$ cat config.mk
export PLATFORM = sky130hd
export DESIGN_NAME = lsef_top
export DESIGN_NICKNAME = d
export VERILOG_FILES = /design/src/hdl/lsef_pkg.sv /design/src/hdl/lsef_sync.sv /design/src/hdl/lsef_top.sv
export VERILOG_INCLUDE_DIRS = /design/src /design/src/hdl
export SDC_FILE = /design/constraint.sdc
export NUM_CORES = 1
export LEC_CHECK = 0
export ABC_AREA = 1
export BUFFER_PORTS_ARGS = -buffer_cell sky130_fd_sc_hd__buf_2
export CORE_MARGIN = 1.5
export CORE_UTILIZATION = 60
export CTS_CLUSTER_DIAMETER = 200
export DETAILED_ROUTE_END_ITERATION = 6
export PLACE_DENSITY_LB_ADDON = 0.08
export SYNTH_ARGS = -nofsm -noshare
export SYNTH_HDL_FRONTEND = slang
export SYNTH_SLANG_ARGS = --single-unit
$ cat constraint.sdc
create_clock -name aclk -period 2.58 [get_ports aclk]
set_input_delay 0.129 -clock aclk [delete_from_list [all_inputs] [get_ports aclk]]
set_output_delay 0.129 -clock aclk [all_outputs]
set_load 0.02 [all_outputs]
$ cat src/hdl/lsef_cfg.svh
`ifndef LSEF_CFG_SVH
`define LSEF_CFG_SVH

// register indices, byte address is four times the index
`define LSEF_IDX_CTRL       4'h8
`define LSEF_IDX_STAT       4'h9
`define LSEF_IDX_ERR        4'ha

// control register bit positions
`define LSEF_CB_STOP        7
`define LSEF_CB_SLEEP       6
`define LSEF_CB_TXRX        5
`define LSEF_CB_ACK         4
`define LSEF_CB_IRQCLR      3
`define LSEF_CB_FLTCLR      2
`define LSEF_CB_WUPREQ      1
`define LSEF_CB_STREQ       0

// reset values
`define LSEF_RST_CTRL       8'h00
`define LSEF_RST_STAT       8'h00
`define LSEF_RST_ERR        5'h00
`define LSEF_ERR_PAD        3'h0

// bus answers
`define LSEF_RESP_OKAY      2'h0
`define LSEF_RESP_SLVERR    2'h2

// timing
`define LSEF_CLK_PERIOD_NS  10
`define LSEF_NS_PER_S       64'd1000000000
`define LSEF_NS_PER_US      64'd1000
`define LSEF_IDLE_TIMEOUT_S 4
`define LSEF_FRAME_MAX_US   10000

`endif

$ cat src/hdl/lsef_pkg.sv
package lsef_pkg;

    // frame tracking states
    typedef enum logic [1:0] {
        LSEF_FRM_IDLE,
        LSEF_FRM_BUSY,
        LSEF_FRM_BLOCKED
    } lsef_frm_e;

    typedef logic [31:0] lsef_cnt_t;
    typedef logic [7:0]  lsef_byte_t;
    typedef logic [4:0]  lsef_errs_t;

    // synchroniser state
    typedef struct packed {
        logic [2:0] ff;
        logic       q;
    } lsef_sync_s;

    // whole state of the flag block
    typedef struct packed {
        lsef_frm_e  frm;
        lsef_cnt_t  idle_cnt;
        lsef_cnt_t  frm_cnt;
        logic       sleep;
        logic       txrx;
        logic       ack;
        logic       wup_req;
        logic       st_req;
        logic       blocked;
        logic       active;
        logic       idle_to;
        logic       abort;
        logic       dreq;
        logic       irq;
        logic       err;
        logic       wake;
        logic       wake_rx;
        logic       done;
        logic       ack_due;
        lsef_errs_t errs;
        logic       aw_got;
        lsef_byte_t aw_addr;
        logic       w_got;
        lsef_byte_t wdata;
        logic       wen0;
        logic       awready;
        logic       wready;
        logic       bvalid;
        logic [1:0] bresp;
        logic       arready;
        logic       rvalid;
        lsef_byte_t rdata;
        logic [1:0] rresp;
    } lsef_st_s;

endpackage

$ cat src/hdl/lsef_sync.sv
// three-stage input synchroniser, output moves once stages two and three agree
module lsef_sync
#(
    parameter bit RST_VAL = 1'b1
)
(
    // clock and reset
    input  wire logic aclk,
    input  wire logic aresetn,
    // asynchronous level in, clean level out
    input  wire logic din,
    output      logic dout
);
    import lsef_pkg::*;

    lsef_sync_s st_r;
    lsef_sync_s st_nxt;

    // first stage feeds only the second
    always_comb
    begin
        st_nxt    = st_r;
        st_nxt.ff = {st_r.ff[1:0], din};
        if (st_r.ff[1] == st_r.ff[2])
        begin
            st_nxt.q = st_r.ff[2];
        end
    end

    always_ff @(posedge aclk)
    begin
        if (!aresetn)
        begin
            st_r <= '{ff: {3{RST_VAL}}, q: RST_VAL};
        end
        else
        begin
            st_r <= st_nxt;
        end
    end

    assign dout = st_r.q;

endmodule // lsef_sync

$ cat src/hdl/lsef_top.sv
// Design decision made here: register access over AXI4-Lite.
`include "lsef_cfg.svh"

// Function
// - active flag high while bus activity or a frame is seen
// - slave: idle timeout flag after four seconds without activity, not asleep
// - slave: abort set on break during frame or on stop request
// - abort cleared by a break that interrupts no frame
// - slave: data request set when identifier received, held until break or data acknowledge
// - interrupt pending held until software writes the interrupt clear strobe
// - general error set on any error, cleared only by fault clear strobe
// - wakeup flag set while sending or after receiving wakeup
// - completion flag cleared at frame start, set when frame completes
// - slave: sync field edge tolerance failure sets sync error
// - slave: identifier parity failure sets parity error
// - master: missing slave response sets timeout error
// - slave: expected data never sent sets timeout error
// - frame exceeding maximum length sets timeout error
// - received checksum mismatch sets checksum error
// - sampled bus bit differing from driven bit sets bit error
// - error register upper three bits read zero, writes ignored
// - fault clear strobe clears all error flags and reads zero
// - slave: stop strobe blocks processing until next break
// - data acknowledge bit clears itself automatically
module lsef_top
#(
    parameter int unsigned IDLE_CYC  = 32'(64'(`LSEF_IDLE_TIMEOUT_S) * `LSEF_NS_PER_S / 64'(`LSEF_CLK_PERIOD_NS)),
    parameter int unsigned FRAME_CYC = 32'(64'(`LSEF_FRAME_MAX_US) * `LSEF_NS_PER_US / 64'(`LSEF_CLK_PERIOD_NS))
)
(
    // clock and reset
    input  wire logic        aclk,
    input  wire logic        aresetn,
    // axi4-lite write channels
    input  wire logic [7:0]  s_axi_awaddr,
    input  wire logic [2:0]  s_axi_awprot,
    input  wire logic        s_axi_awvalid,
    output      logic        s_axi_awready,
    input  wire logic [31:0] s_axi_wdata,
    input  wire logic [3:0]  s_axi_wstrb,
    input  wire logic        s_axi_wvalid,
    output      logic        s_axi_wready,
    output      logic [1:0]  s_axi_bresp,
    output      logic        s_axi_bvalid,
    input  wire logic        s_axi_bready,
    // axi4-lite read channels
    input  wire logic [7:0]  s_axi_araddr,
    input  wire logic [2:0]  s_axi_arprot,
    input  wire logic        s_axi_arvalid,
    output      logic        s_axi_arready,
    output      logic [31:0] s_axi_rdata,
    output      logic [1:0]  s_axi_rresp,
    output      logic        s_axi_rvalid,
    input  wire logic        s_axi_rready,
    // bus receive pin, asynchronous
    input  wire logic        lin_rx,
    // engine inputs, same clock; mode and transmit lines are levels, events are one-cycle pulses
    input  wire logic        master_mode,
    input  wire logic        ev_sync_break,
    input  wire logic        ev_id_rx,
    input  wire logic        ev_frame_done,
    input  wire logic        ev_sync_err,
    input  wire logic        ev_parity_err,
    input  wire logic        ev_resp_missing,
    input  wire logic        ev_data_missing,
    input  wire logic        ev_first_byte_done,
    input  wire logic        ev_checksum_err,
    input  wire logic        ev_wakeup_rx,
    input  wire logic        tx_active,
    input  wire logic        wakeup_tx_active,
    input  wire logic        bit_sample,
    input  wire logic        tx_bit,
    // controls back to the protocol engine
    output      logic        start_req,
    output      logic        wakeup_req,
    output      logic        txrx_sel,
    output      logic        sleep_sel,
    output      logic        data_handled_ack,
    output      logic        comm_blocked
);
    import lsef_pkg::*;

    localparam lsef_cnt_t IDLE_LAST  = lsef_cnt_t'(IDLE_CYC - 1);
    localparam lsef_cnt_t FRAME_LAST = lsef_cnt_t'(FRAME_CYC - 1);

    lsef_st_s   st_r;
    lsef_st_s   st_nxt;
    logic       rx_s;
    logic       slave;
    logic       proc_ok;
    logic       wr_fire;
    logic       wr_ok;
    logic       wr_ctrl;
    logic       stop_w;
    logic       iclr_w;
    logic       fclr_w;
    logic       ack_w;
    logic       id_set;
    logic       frm_over;
    logic       ack_miss;
    lsef_errs_t err_ev;
    logic       abort_set;
    logic       rd_ok;
    lsef_byte_t rd_val;

    // pin level is only trusted after the three-stage filter
    lsef_sync #(
        .RST_VAL (1'b1)
    ) u_rx_sync (
        .aclk    (aclk),
        .aresetn (aresetn),
        .din     (lin_rx),
        .dout    (rx_s)
    );

    // write decode, only byte lane 0 carries register bits
    assign slave   = !master_mode;
    assign proc_ok = (st_r.frm != LSEF_FRM_BLOCKED);
    assign wr_fire = st_r.aw_got && st_r.w_got;
    assign wr_ok   = (st_r.aw_addr[1:0] == 2'h0) && (st_r.aw_addr[7:6] == 2'h0) &&
                     (st_r.aw_addr[5:2] >= `LSEF_IDX_CTRL) && (st_r.aw_addr[5:2] <= `LSEF_IDX_ERR);
    assign wr_ctrl = wr_fire && wr_ok && st_r.wen0 && (st_r.aw_addr[5:2] == `LSEF_IDX_CTRL);
    assign stop_w  = wr_ctrl && slave && st_r.wdata[`LSEF_CB_STOP];
    assign iclr_w  = wr_ctrl && st_r.wdata[`LSEF_CB_IRQCLR];
    assign fclr_w  = wr_ctrl && st_r.wdata[`LSEF_CB_FLTCLR];
    assign ack_w   = wr_ctrl && st_r.wdata[`LSEF_CB_ACK];

    // error causes; blocked processing hides engine events except bit error and master response timeout
    assign id_set   = slave && proc_ok && ev_id_rx;
    assign frm_over = (st_r.frm == LSEF_FRM_BUSY) && (st_r.frm_cnt == FRAME_LAST);
    assign ack_miss = slave && proc_ok && ev_first_byte_done && st_r.ack_due && !ack_w && !stop_w;
    assign err_ev[4] = slave && proc_ok && ev_sync_err;
    assign err_ev[3] = slave && proc_ok && ev_parity_err;
    assign err_ev[2] = (master_mode && ev_resp_missing) ||
                       (slave && proc_ok && ev_data_missing) ||
                       frm_over || ack_miss;
    assign err_ev[1] = proc_ok && ev_checksum_err;
    assign err_ev[0] = tx_active && bit_sample && (rx_s != tx_bit);
    assign abort_set = slave && ((ev_sync_break && st_r.frm == LSEF_FRM_BUSY) || stop_w);

    // read mux; strobe bits read zero, error pad bits read zero
    assign rd_ok = (s_axi_araddr[1:0] == 2'h0) && (s_axi_araddr[7:6] == 2'h0) &&
                   (s_axi_araddr[5:2] >= `LSEF_IDX_CTRL) && (s_axi_araddr[5:2] <= `LSEF_IDX_ERR);
    always_comb
    begin
        case (s_axi_araddr[5:2])
            `LSEF_IDX_CTRL: rd_val = {1'b0, st_r.sleep, st_r.txrx, st_r.ack, 2'h0, st_r.wup_req, st_r.st_req};
            `LSEF_IDX_STAT: rd_val = {st_r.active, st_r.idle_to, st_r.abort, st_r.dreq,
                                      st_r.irq, st_r.err, st_r.wake, st_r.done};
            `LSEF_IDX_ERR:  rd_val = {`LSEF_ERR_PAD, st_r.errs};
            default:        rd_val = 8'h00;
        endcase
    end

    // next state of every flag, counter and bus channel
    always_comb
    begin
        st_nxt = st_r;

        // frame tracking; a stop request wins over everything else
        case (st_r.frm)
            LSEF_FRM_IDLE:
            begin
                if (ev_sync_break)
                begin
                    st_nxt.frm     = LSEF_FRM_BUSY;
                    st_nxt.frm_cnt = 32'h0;
                end
            end
            LSEF_FRM_BUSY:
            begin
                st_nxt.frm_cnt = st_r.frm_cnt + 32'h1;
                if (ev_sync_break)
                begin
                    st_nxt.frm_cnt = 32'h0;
                end
                else if (ev_frame_done || err_ev[2])
                begin
                    st_nxt.frm = LSEF_FRM_IDLE;
                end
            end
            LSEF_FRM_BLOCKED:
            begin
                if (ev_sync_break)
                begin
                    st_nxt.frm     = LSEF_FRM_BUSY;
                    st_nxt.frm_cnt = 32'h0;
                end
            end
            default:
            begin
                st_nxt.frm = LSEF_FRM_IDLE;
            end
        endcase
        if (stop_w)
        begin
            st_nxt.frm = LSEF_FRM_BLOCKED;
        end
        st_nxt.blocked = (st_nxt.frm == LSEF_FRM_BLOCKED);

        // idle timer runs only for an idle, awake slave on a recessive bus
        if (!rx_s || master_mode || st_r.sleep || st_r.frm != LSEF_FRM_IDLE)
        begin
            st_nxt.idle_cnt = 32'h0;
            st_nxt.idle_to  = 1'b0;
        end
        else if (st_r.idle_cnt != IDLE_LAST)
        begin
            st_nxt.idle_cnt = st_r.idle_cnt + 32'h1;
        end
        else
        begin
            st_nxt.idle_to = 1'b1;
        end

        // status flags
        st_nxt.active = (st_r.frm == LSEF_FRM_BUSY) || !rx_s;
        if (abort_set)
        begin
            st_nxt.abort = 1'b1;
        end
        else if (ev_sync_break)
        begin
            st_nxt.abort = 1'b0;
        end
        st_nxt.dreq    = id_set || (st_r.dreq && !ev_sync_break && !ack_w);
        st_nxt.ack_due = id_set || (st_r.ack_due && !ev_sync_break && !ack_w && !stop_w && !ev_first_byte_done);
        st_nxt.ack     = ack_w;
        st_nxt.wake_rx = ev_wakeup_rx || (st_r.wake_rx && !ev_sync_break);
        st_nxt.wake    = wakeup_tx_active || st_nxt.wake_rx;
        st_nxt.done    = (proc_ok && ev_frame_done) || (st_r.done && !ev_sync_break);

        // sticky errors; a new cause beats a clear in the same cycle
        st_nxt.errs = (fclr_w ? `LSEF_RST_ERR : st_r.errs) | err_ev;
        st_nxt.err  = (fclr_w ? 1'b0 : st_r.err) | (|err_ev);
        st_nxt.irq  = ev_frame_done || (|err_ev) || id_set || ev_wakeup_rx || abort_set ||
                      (st_nxt.idle_to && !st_r.idle_to) || (st_r.irq && !iclr_w);

        // control bits stored for the engine
        if (wr_ctrl)
        begin
            st_nxt.sleep   = st_r.wdata[`LSEF_CB_SLEEP];
            st_nxt.txrx    = st_r.wdata[`LSEF_CB_TXRX];
            st_nxt.wup_req = st_r.wdata[`LSEF_CB_WUPREQ];
            st_nxt.st_req  = st_r.wdata[`LSEF_CB_STREQ];
        end
        else
        begin
            if (wakeup_tx_active)
            begin
                st_nxt.wup_req = 1'b0;
            end
            if (ev_frame_done || (|err_ev))
            begin
                st_nxt.st_req = 1'b0;
            end
        end

        // write address and data taken in either order
        if (s_axi_awvalid && st_r.awready)
        begin
            st_nxt.aw_got  = 1'b1;
            st_nxt.aw_addr = s_axi_awaddr;
        end
        if (s_axi_wvalid && st_r.wready)
        begin
            st_nxt.w_got = 1'b1;
            st_nxt.wdata = s_axi_wdata[7:0];
            st_nxt.wen0  = s_axi_wstrb[0];
        end
        if (st_r.bvalid && s_axi_bready)
        begin
            st_nxt.bvalid = 1'b0;
        end
        if (wr_fire)
        begin
            st_nxt.aw_got = 1'b0;
            st_nxt.w_got  = 1'b0;
            st_nxt.bvalid = 1'b1;
            st_nxt.bresp  = wr_ok ? `LSEF_RESP_OKAY : `LSEF_RESP_SLVERR;
        end

        // read answers the cycle after the address is taken
        if (st_r.rvalid && s_axi_rready)
        begin
            st_nxt.rvalid = 1'b0;
        end
        if (s_axi_arvalid && st_r.arready)
        begin
            st_nxt.rvalid = 1'b1;
            st_nxt.rdata  = rd_val;
            st_nxt.rresp  = rd_ok ? `LSEF_RESP_OKAY : `LSEF_RESP_SLVERR;
        end

        // one write and one read in flight at most
        st_nxt.awready = !st_nxt.aw_got && !st_nxt.bvalid;
        st_nxt.wready  = !st_nxt.w_got && !st_nxt.bvalid;
        st_nxt.arready = !st_nxt.rvalid;
    end

    always_ff @(posedge aclk)
    begin
        if (!aresetn)
        begin
            st_r         <= '0;
            st_r.frm     <= LSEF_FRM_IDLE;
            st_r.awready <= 1'b1;
            st_r.wready  <= 1'b1;
            st_r.arready <= 1'b1;
        end
        else
        begin
            st_r <= st_nxt;
        end
    end

    // outputs straight from the state register
    assign s_axi_awready    = st_r.awready;
    assign s_axi_wready     = st_r.wready;
    assign s_axi_bvalid     = st_r.bvalid;
    assign s_axi_bresp      = st_r.bresp;
    assign s_axi_arready    = st_r.arready;
    assign s_axi_rvalid     = st_r.rvalid;
    assign s_axi_rresp      = st_r.rresp;
    assign s_axi_rdata      = {24'h0, st_r.rdata};
    assign start_req        = st_r.st_req;
    assign wakeup_req       = st_r.wup_req;
    assign txrx_sel         = st_r.txrx;
    assign sleep_sel        = st_r.sleep;
    assign data_handled_ack = st_r.ack;
    assign comm_blocked     = st_r.blocked;
endmodule // lsef_top

==> flow_summary.yaml, run 1 <==
setup_path:
  slowest_stage: "dlygate4sd3_1"
  cp-start-kind: "flip-flop"
  crit_path_end_kind: "flip-flop"
  critPathTopFamily: "simple AND/OR/NAND/NOR gates"
  cp_data_required_time_ps: 3000
  cp_num_buf_inv: 3
  crit_path_frequent_cell: "inv_1"
  path_class: "flip-flop to flip-flop"
  worstPathCellList: "inv_1, nor3_1, nand2_1, nor2_1, inv_1, nand4_1, a21oi_1, dlygate4sd3_1"
  slowest_delay_ps: 570
  crit_arrival_ps: 2600
  cp_max_fo: 9
run_status:
  violations: "DRC"
  status: "finished, violations left"
routing:
  drc: 2
  final_antenna_net_count: 0
  drt_iter0_drc: 413
  wl_per_cell_um: 13.1
  drt_pre_antenna_iters: 7
  viasPerCell: 5.30
  drt_wl_total_um: 15900
  vias: 6467
floorplan:
  start_util_pct: 62.3
  io_pins: 128
  rows: 37
  coreArea_um2: 10400
  die_x_um: 107
  dieArea_um2: 11400
  die-height_um: 107
cts:
  root_buffer: "clkbuf_8"
  cts.sinks: 125
  cts-resized-gates: 0
  ctsHoldBuffers: 34
  postCtsSetupRepairBufs: 0
  clockBufferDepth: 2
  cts-buffers-inserted: 17
  clkTransAtPathRegs_ps: 60
  h-tree-depth: 4
  clk_latency_ps: 540
  cts_tree: "yes"
power_and_ir_drop:
  p_per_area_nw_per_um2: 625
  power.leakage_nw: 3.13
  ir_worst_vdd_uv: 754
job:
  max_cap_viol_count: 0
sta:
  tns_ps: 0
  rsz0062_at_grt: "no"
  hold_viol_final: 0
  clock.fmax_ghz: 0.459
  period_share_pct: 84.4
  tightest_slew_ps: 501
  slew_headroom_pct: 66.5
  period_minus_slack_ps: 2180
  slew_viol_final: 0
  clock_skew_ps: 8.58
  finalSetupViolCount: 0
synthesis:
  synth_ff_type: "dfxtp_1"
  synth-seq-cells: 125
  syn_inst: 973
  syn_area_um2: 6460
  syn-mean-instance-area_um2: 6.64
  synth_top_area_cell: "dfxtp_1"
  synthTopCellsByCount: "nand2_1, nor2_1, dfxtp_1"
  seq_area_frac_synth_pct: 38.8
  synth_area_leaders: "dfxtp_1, nand2_1, nor2_1, a21oi_1, inv_1"
  synth-edff-count: 0
  synth_top_area_share_pct: 38.8
  yosysMostFrequentCell: "nand2_1"
  synth_cell_types: 44
  async_flop_share_pct: 0
  synth_warnings: 0
worst_hold_path:
  hold_path.class: "primary input to flip-flop"
global_routing:
  first_global_vias: 6038
  groute.usage.overall_pct: 29.3
  grt_pass1_wl_um: 26800
  grt_max_degree: 36
  antenna_found_initial: 0
  overflow: 0
finish:
  diodes: 0
  fin_util_pct: 74.5
  area_growth_pct: 19.6
  drive_above_1_share_pct: 13.4
  fin_nets: 1154
placement:
  dp_hpwl_um: 10700
  port_buffers: 68
  place_congestion: 0.915
## stage by stage
step | total power [mW] | hold WS, ps | cell area, um^2 | worst slack [ps] | std cells
2_1_floorplan | 2.32 | 236 | 6550 | 905 | 998
3_3_place_gp | 2.39 | 318 | 6780 | 550 | 1154
3_5_place_dp | 2.40 | 321 | 6780 | 513 | 1154
4_1_cts | 4.83 | 3.26 | 7720 | 421 | 1220
5_1_grt | 4.99 | 30.7 | 7720 | 185 | 1220
6_report | 4.83 | 12.2 | 7720 | 401 | 1220
## cell families after synthesis
logic type,synth area share (%)
AOI/OAI and AO/OA,13.4
xor gates and xnor gates,0.678
adders and majority gates,0.387
buffers and inverters,12.5
DFF,38.8
other,0.0581
and+or+nand+nor,34.3
## layer usage
layer | up-vias | wire, um | track usage, %
li1 | 3303 | - | -
met1 | 2891 | 7010 | 36.9
met2 | 228 | 7530 | 48.2
met3 | 45 | 964 | 7.48
met4 | 0 | 424 | 11.0
met5 | - | 0 | 0
## path summary, 6_finish.rpt
path	startpoint	end	slack, ps	cells after the start
max	st_r[17]$_SDFFE_PN0P_	st_r[41]$_SDFF_PN0_	400	8
min reg2reg	u_rx_sync.st_nxt[2]$_SDFF_PN1_	u_rx_sync.st_nxt[3]$_SDFF_PN1_	430	1
max reg2reg	st_r[17]$_SDFFE_PN0P_	st_r[41]$_SDFF_PN0_	400	8
min	aresetn	st_r[64]$_SDFFE_PN0P_	10	3
## report_power, final
| group | leakage (nW) | internal, mW | switching, mW |
|---|---|---|---|
| combinational | 1.84 | 0.140 | 0.242 |
| clock | 0.274 | 1.48 | 0.933 |
| sequential | 1.02 | 1.99 | 0.0361 |
| total | 3.13 | 3.62 | 1.21 |
## sequential cells by signal, summed over array words and instances (netlist names)
register,cells
txrx_sel,1
wakeup_req,1
start_req,1
u_rx_sync.st_r,1
u_rx_sync.st_nxt,2
s_axi_arready,1
data_handled_ack,1
s_axi_rresp,1
s_axi_bvalid,1
sleep_sel,1
u_rx_sync.dout,1
s_axi_wready,1
s_axi_rvalid,1
s_axi_rdata,8
st_r,100
s_axi_awready,1
comm_blocked,1
s_axi_bresp,1
## cells in the final DEF (no fill, tap or decap), drive strengths merged, types with 6 or more instances in the layout
cell type      n
nand2        228
nor2         138
dfxtp        125
inv          124
a21oi         88
buf           74
nand3         66
o21ai         50
dlygate4sd3   34
nor3          30
conb          26
clkbuf        17
nand4         16
or2           11
nor4          10
clkinvlp       6
clkinv         6
## worst register-to-register path, stage by stage (launching register included)
cell           delay (ps)
dfxtp_1               340
inv_1                  70
nor3_1                330
nand2_1               280
nor2_1                190
inv_1                 120
nand4_1               100
a21oi_1                70
dlygate4sd3_1         570
## area by class of cell
class	instances	area, um^2
well taps	136	170
inverters	124	465
multi-input cells	695	3240
clock inverters	15	188
flip-flops and latches	125	2500
clock buffers	17	414
fillers	828	2650
repair buffers	108	738
(Power assumes the default switching activity.)
==> run 2, diff against run 1 <==
--- a/config.mk
+++ b/config.mk
@@ -9,7 +9,7 @@
 export ABC_AREA = 1
 export BUFFER_PORTS_ARGS = -buffer_cell sky130_fd_sc_hd__buf_2
 export CORE_MARGIN = 1.5
-export CORE_UTILIZATION = 60
+export CORE_UTILIZATION = 56
 export CTS_CLUSTER_DIAMETER = 200
 export DETAILED_ROUTE_END_ITERATION = 6
 export PLACE_DENSITY_LB_ADDON = 0.08
==> constraint.sdc (replaced) <==
create_clock -name aclk -period 2.1 [get_ports aclk]
set_input_delay 0.105 -clock aclk [delete_from_list [all_inputs] [get_ports aclk]]
set_output_delay 0.105 -clock aclk [all_outputs]
set_load 0.02 [all_outputs]
==> run 2 against run 1 <==
The flow now finishes without violations. Core utilization fell by 6.1 points. Setup slack got worse by 200 ps. Total power rose by 26%. Sequential power up 23%. Global-route usage decreased by 1.9 points. Count of clock-buffer cells in the layout grew 3. Non-clock buffer count is 1 higher. Critical path depth increased by 2. Register-to-register slack lost 200 ps.
==> flow_summary.yaml, run 2 (same netlist as run 1, synthesis figures left out) <==
run_status:
  status: "complete, no violations"
cts:
  postCtsSetupRepairBufs: 0
  root_buffer: "clkbuf_16"
  clkTransAtPathRegs_ps: 60
  h-tree-depth: 4
  cts.sinks: 125
  clk_latency_ps: 420
  clockBufferDepth: 2
  cts-buffers-inserted: 17
  cts_tree: "yes"
sta:
  rsz0062_at_grt: "no"
  tns_ps: 0
  finalSetupViolCount: 0
  period_share_pct: 90.2
  tightest_slew_ps: 500
  slew_headroom_pct: 66.6
  clock_skew_ps: 8.05
  hold_ws_ps: 16.9
  period_minus_slack_ps: 1900
  clock.fmax_ghz: 0.528
  slew_viol_final: 0
  hold_viol_final: 0
setup_path:
  path_class: "flip-flop to flip-flop"
  crit_start: "st_r[57]$_SDFFE_PN0P_"
  regToRegSetupSlack_ps: 200
  critPathTopFamily: "simple AND/OR/NAND/NOR gates"
  crit_path_end: "st_r[85]$_SDFFE_PN0P_"
  crit_path_end_kind: "flip-flop"
  reg2regPathDepth: 10
  cp_num_buf_inv: 0
  cp-start-kind: "flip-flop"
  slowest_delay_ps: 360
  worstReg2RegStart: "st_r[57]$_SDFFE_PN0P_"
  cp_max_fo: 4
  crit_arrival_ps: 2190
  r2r-end: "st_r[85]$_SDFFE_PN0P_"
  path_depth: 10
  crit_path_frequent_cell: "nand2_1"
  slowest_stage: "dfxtp_1"
  worstPathCellList: "ha_1, nand2_1, nor2_1, nand2_1, nor2_2, nand4_1, nor2_1, nand4_1, nand2_1, a21oi_1"
  cp_data_required_time_ps: 2400
global_routing:
  antenna_found_initial: 0
  grt_pass1_wl_um: 25800
  overflow: 0
  groute.usage.overall_pct: 27.4
  grt_max_degree: 35
  first_global_vias: 5670
placement:
  place_congestion: 0.915
  dp_hpwl_um: 11100
  port_buffers: 68
  post_dp_cell_area_um2: 6840
  dpl.cell_count: 1170
floorplan:
  die-height_um: 110
  io_pins: 128
  coreArea_um2: 11300
  dieArea_um2: 12200
  start_util_pct: 57.0
  rows: 39
  die_x_um: 110
power_and_ir_drop:
  p_per_area_nw_per_um2: 784
  power.total_mw: 6.07
  ir_worst_vdd_uv: 683
  power.leakage_nw: 3.16
routing:
  final_antenna_net_count: 0
  drt_iter0_drc: 458
  viasPerCell: 5.26
  drt_wl_total_um: 16000
  drc: 0
  vias: 6454
  drt_pre_antenna_iters: 5
  wl_per_cell_um: 13.1
finish:
  diodes: 0
  final_common_cell: "nand2_1"
  layout_common_cells: "nand2_1, nor2_1, dfxtp_1"
  area_growth_pct: 19.8
  top_register: "st_r"
  largest_reg_flops: 100
  nFillCells: 1006
  fin_nets: 1155
  drive_above_1_share_pct: 14.2
  stdcell_area_um2: 7740
  final_cells: 1227
job:
  max_cap_viol_count: 0
worst_hold_path:
  hold_path.class: "primary input to flip-flop"
==> run 2: worst min path at each step <==
stage | to | depth (start not counted) | start | slack (ps)
floorplan | u_rx_sync.st_nxt[2]$_SDFF_PN1_ | 1 | lin_rx | 210
detailed placement | u_rx_sync.st_nxt[2]$_SDFF_PN1_ | 2 | lin_rx | 290
global route | s_axi_rresp[1]$_SDFFE_PN0P_ | 3 | s_axi_araddr[5] | 20
finish | s_axi_rresp[1]$_SDFFE_PN0P_ | 3 | s_axi_araddr[5] | 20
CTS | st_r[21]$_SDFFE_PN0P_ | 3 | s_axi_wdata[3] | 9
global placement | u_rx_sync.st_nxt[2]$_SDFF_PN1_ | 2 | lin_rx | 290
==> run 2: final cells by class <==
type / instances / area (um^2) / share of cell area, %
Multi-Input combinational cell: 695 / 3250 / 41.9
Sequential cell: 125 / 2500 / 32.3
Timing Repair Buffer: 109 / 713 / 9.22
Clock buffer: 20 / 467 / 6.03
Inverter: 124 / 465 / 6.02
Tap cell: 143 / 179 / 2.31
Clock inverter: 11 / 165 / 2.13
==> run 2: power breakdown <==
part           leakage, nW  internal [mW]  total (mW)  switching (mW)
clock network        0.300           2.06        3.12            1.06
logic                 1.85          0.164       0.462           0.298
registers             1.02           2.45        2.49          0.0395
==> run 2: what timing repair did <==
action                     CTS  global route
gates resized for setup      0             1
setup endpoints to repair    0             1
hold endpoints to repair    25             1
hold buffers                25             1
==> run 2: routing by layer <==
layer | wire (um) | track usage [%] | share of wire [%]
met5 | 0 | 0 | 0
met4 | 323 | 9.43 | 2.0
met1 | 7250 | 35.0 | 45
met3 | 814 | 7.00 | 5.1
met2 | 7630 | 44.8 | 48
==> run 2: worst min-delay path: cells and delay by family <==
kind                   cells  cell delay (ps)
buffers and inverters      1              100
AOI/OAI and AO/OA          1              100
and+or+nand+nor            1               70
==> run 2: stage by stage <==
step / setup WS [ps] / utilization [%]
after floorplan: 425 / -
after global placement: 246 / 60.4
after detailed placement: 218 / 60.4
after CTS: 190 / 68.2
after global routing: 28.0 / 68.3
final: 205 / 68.3
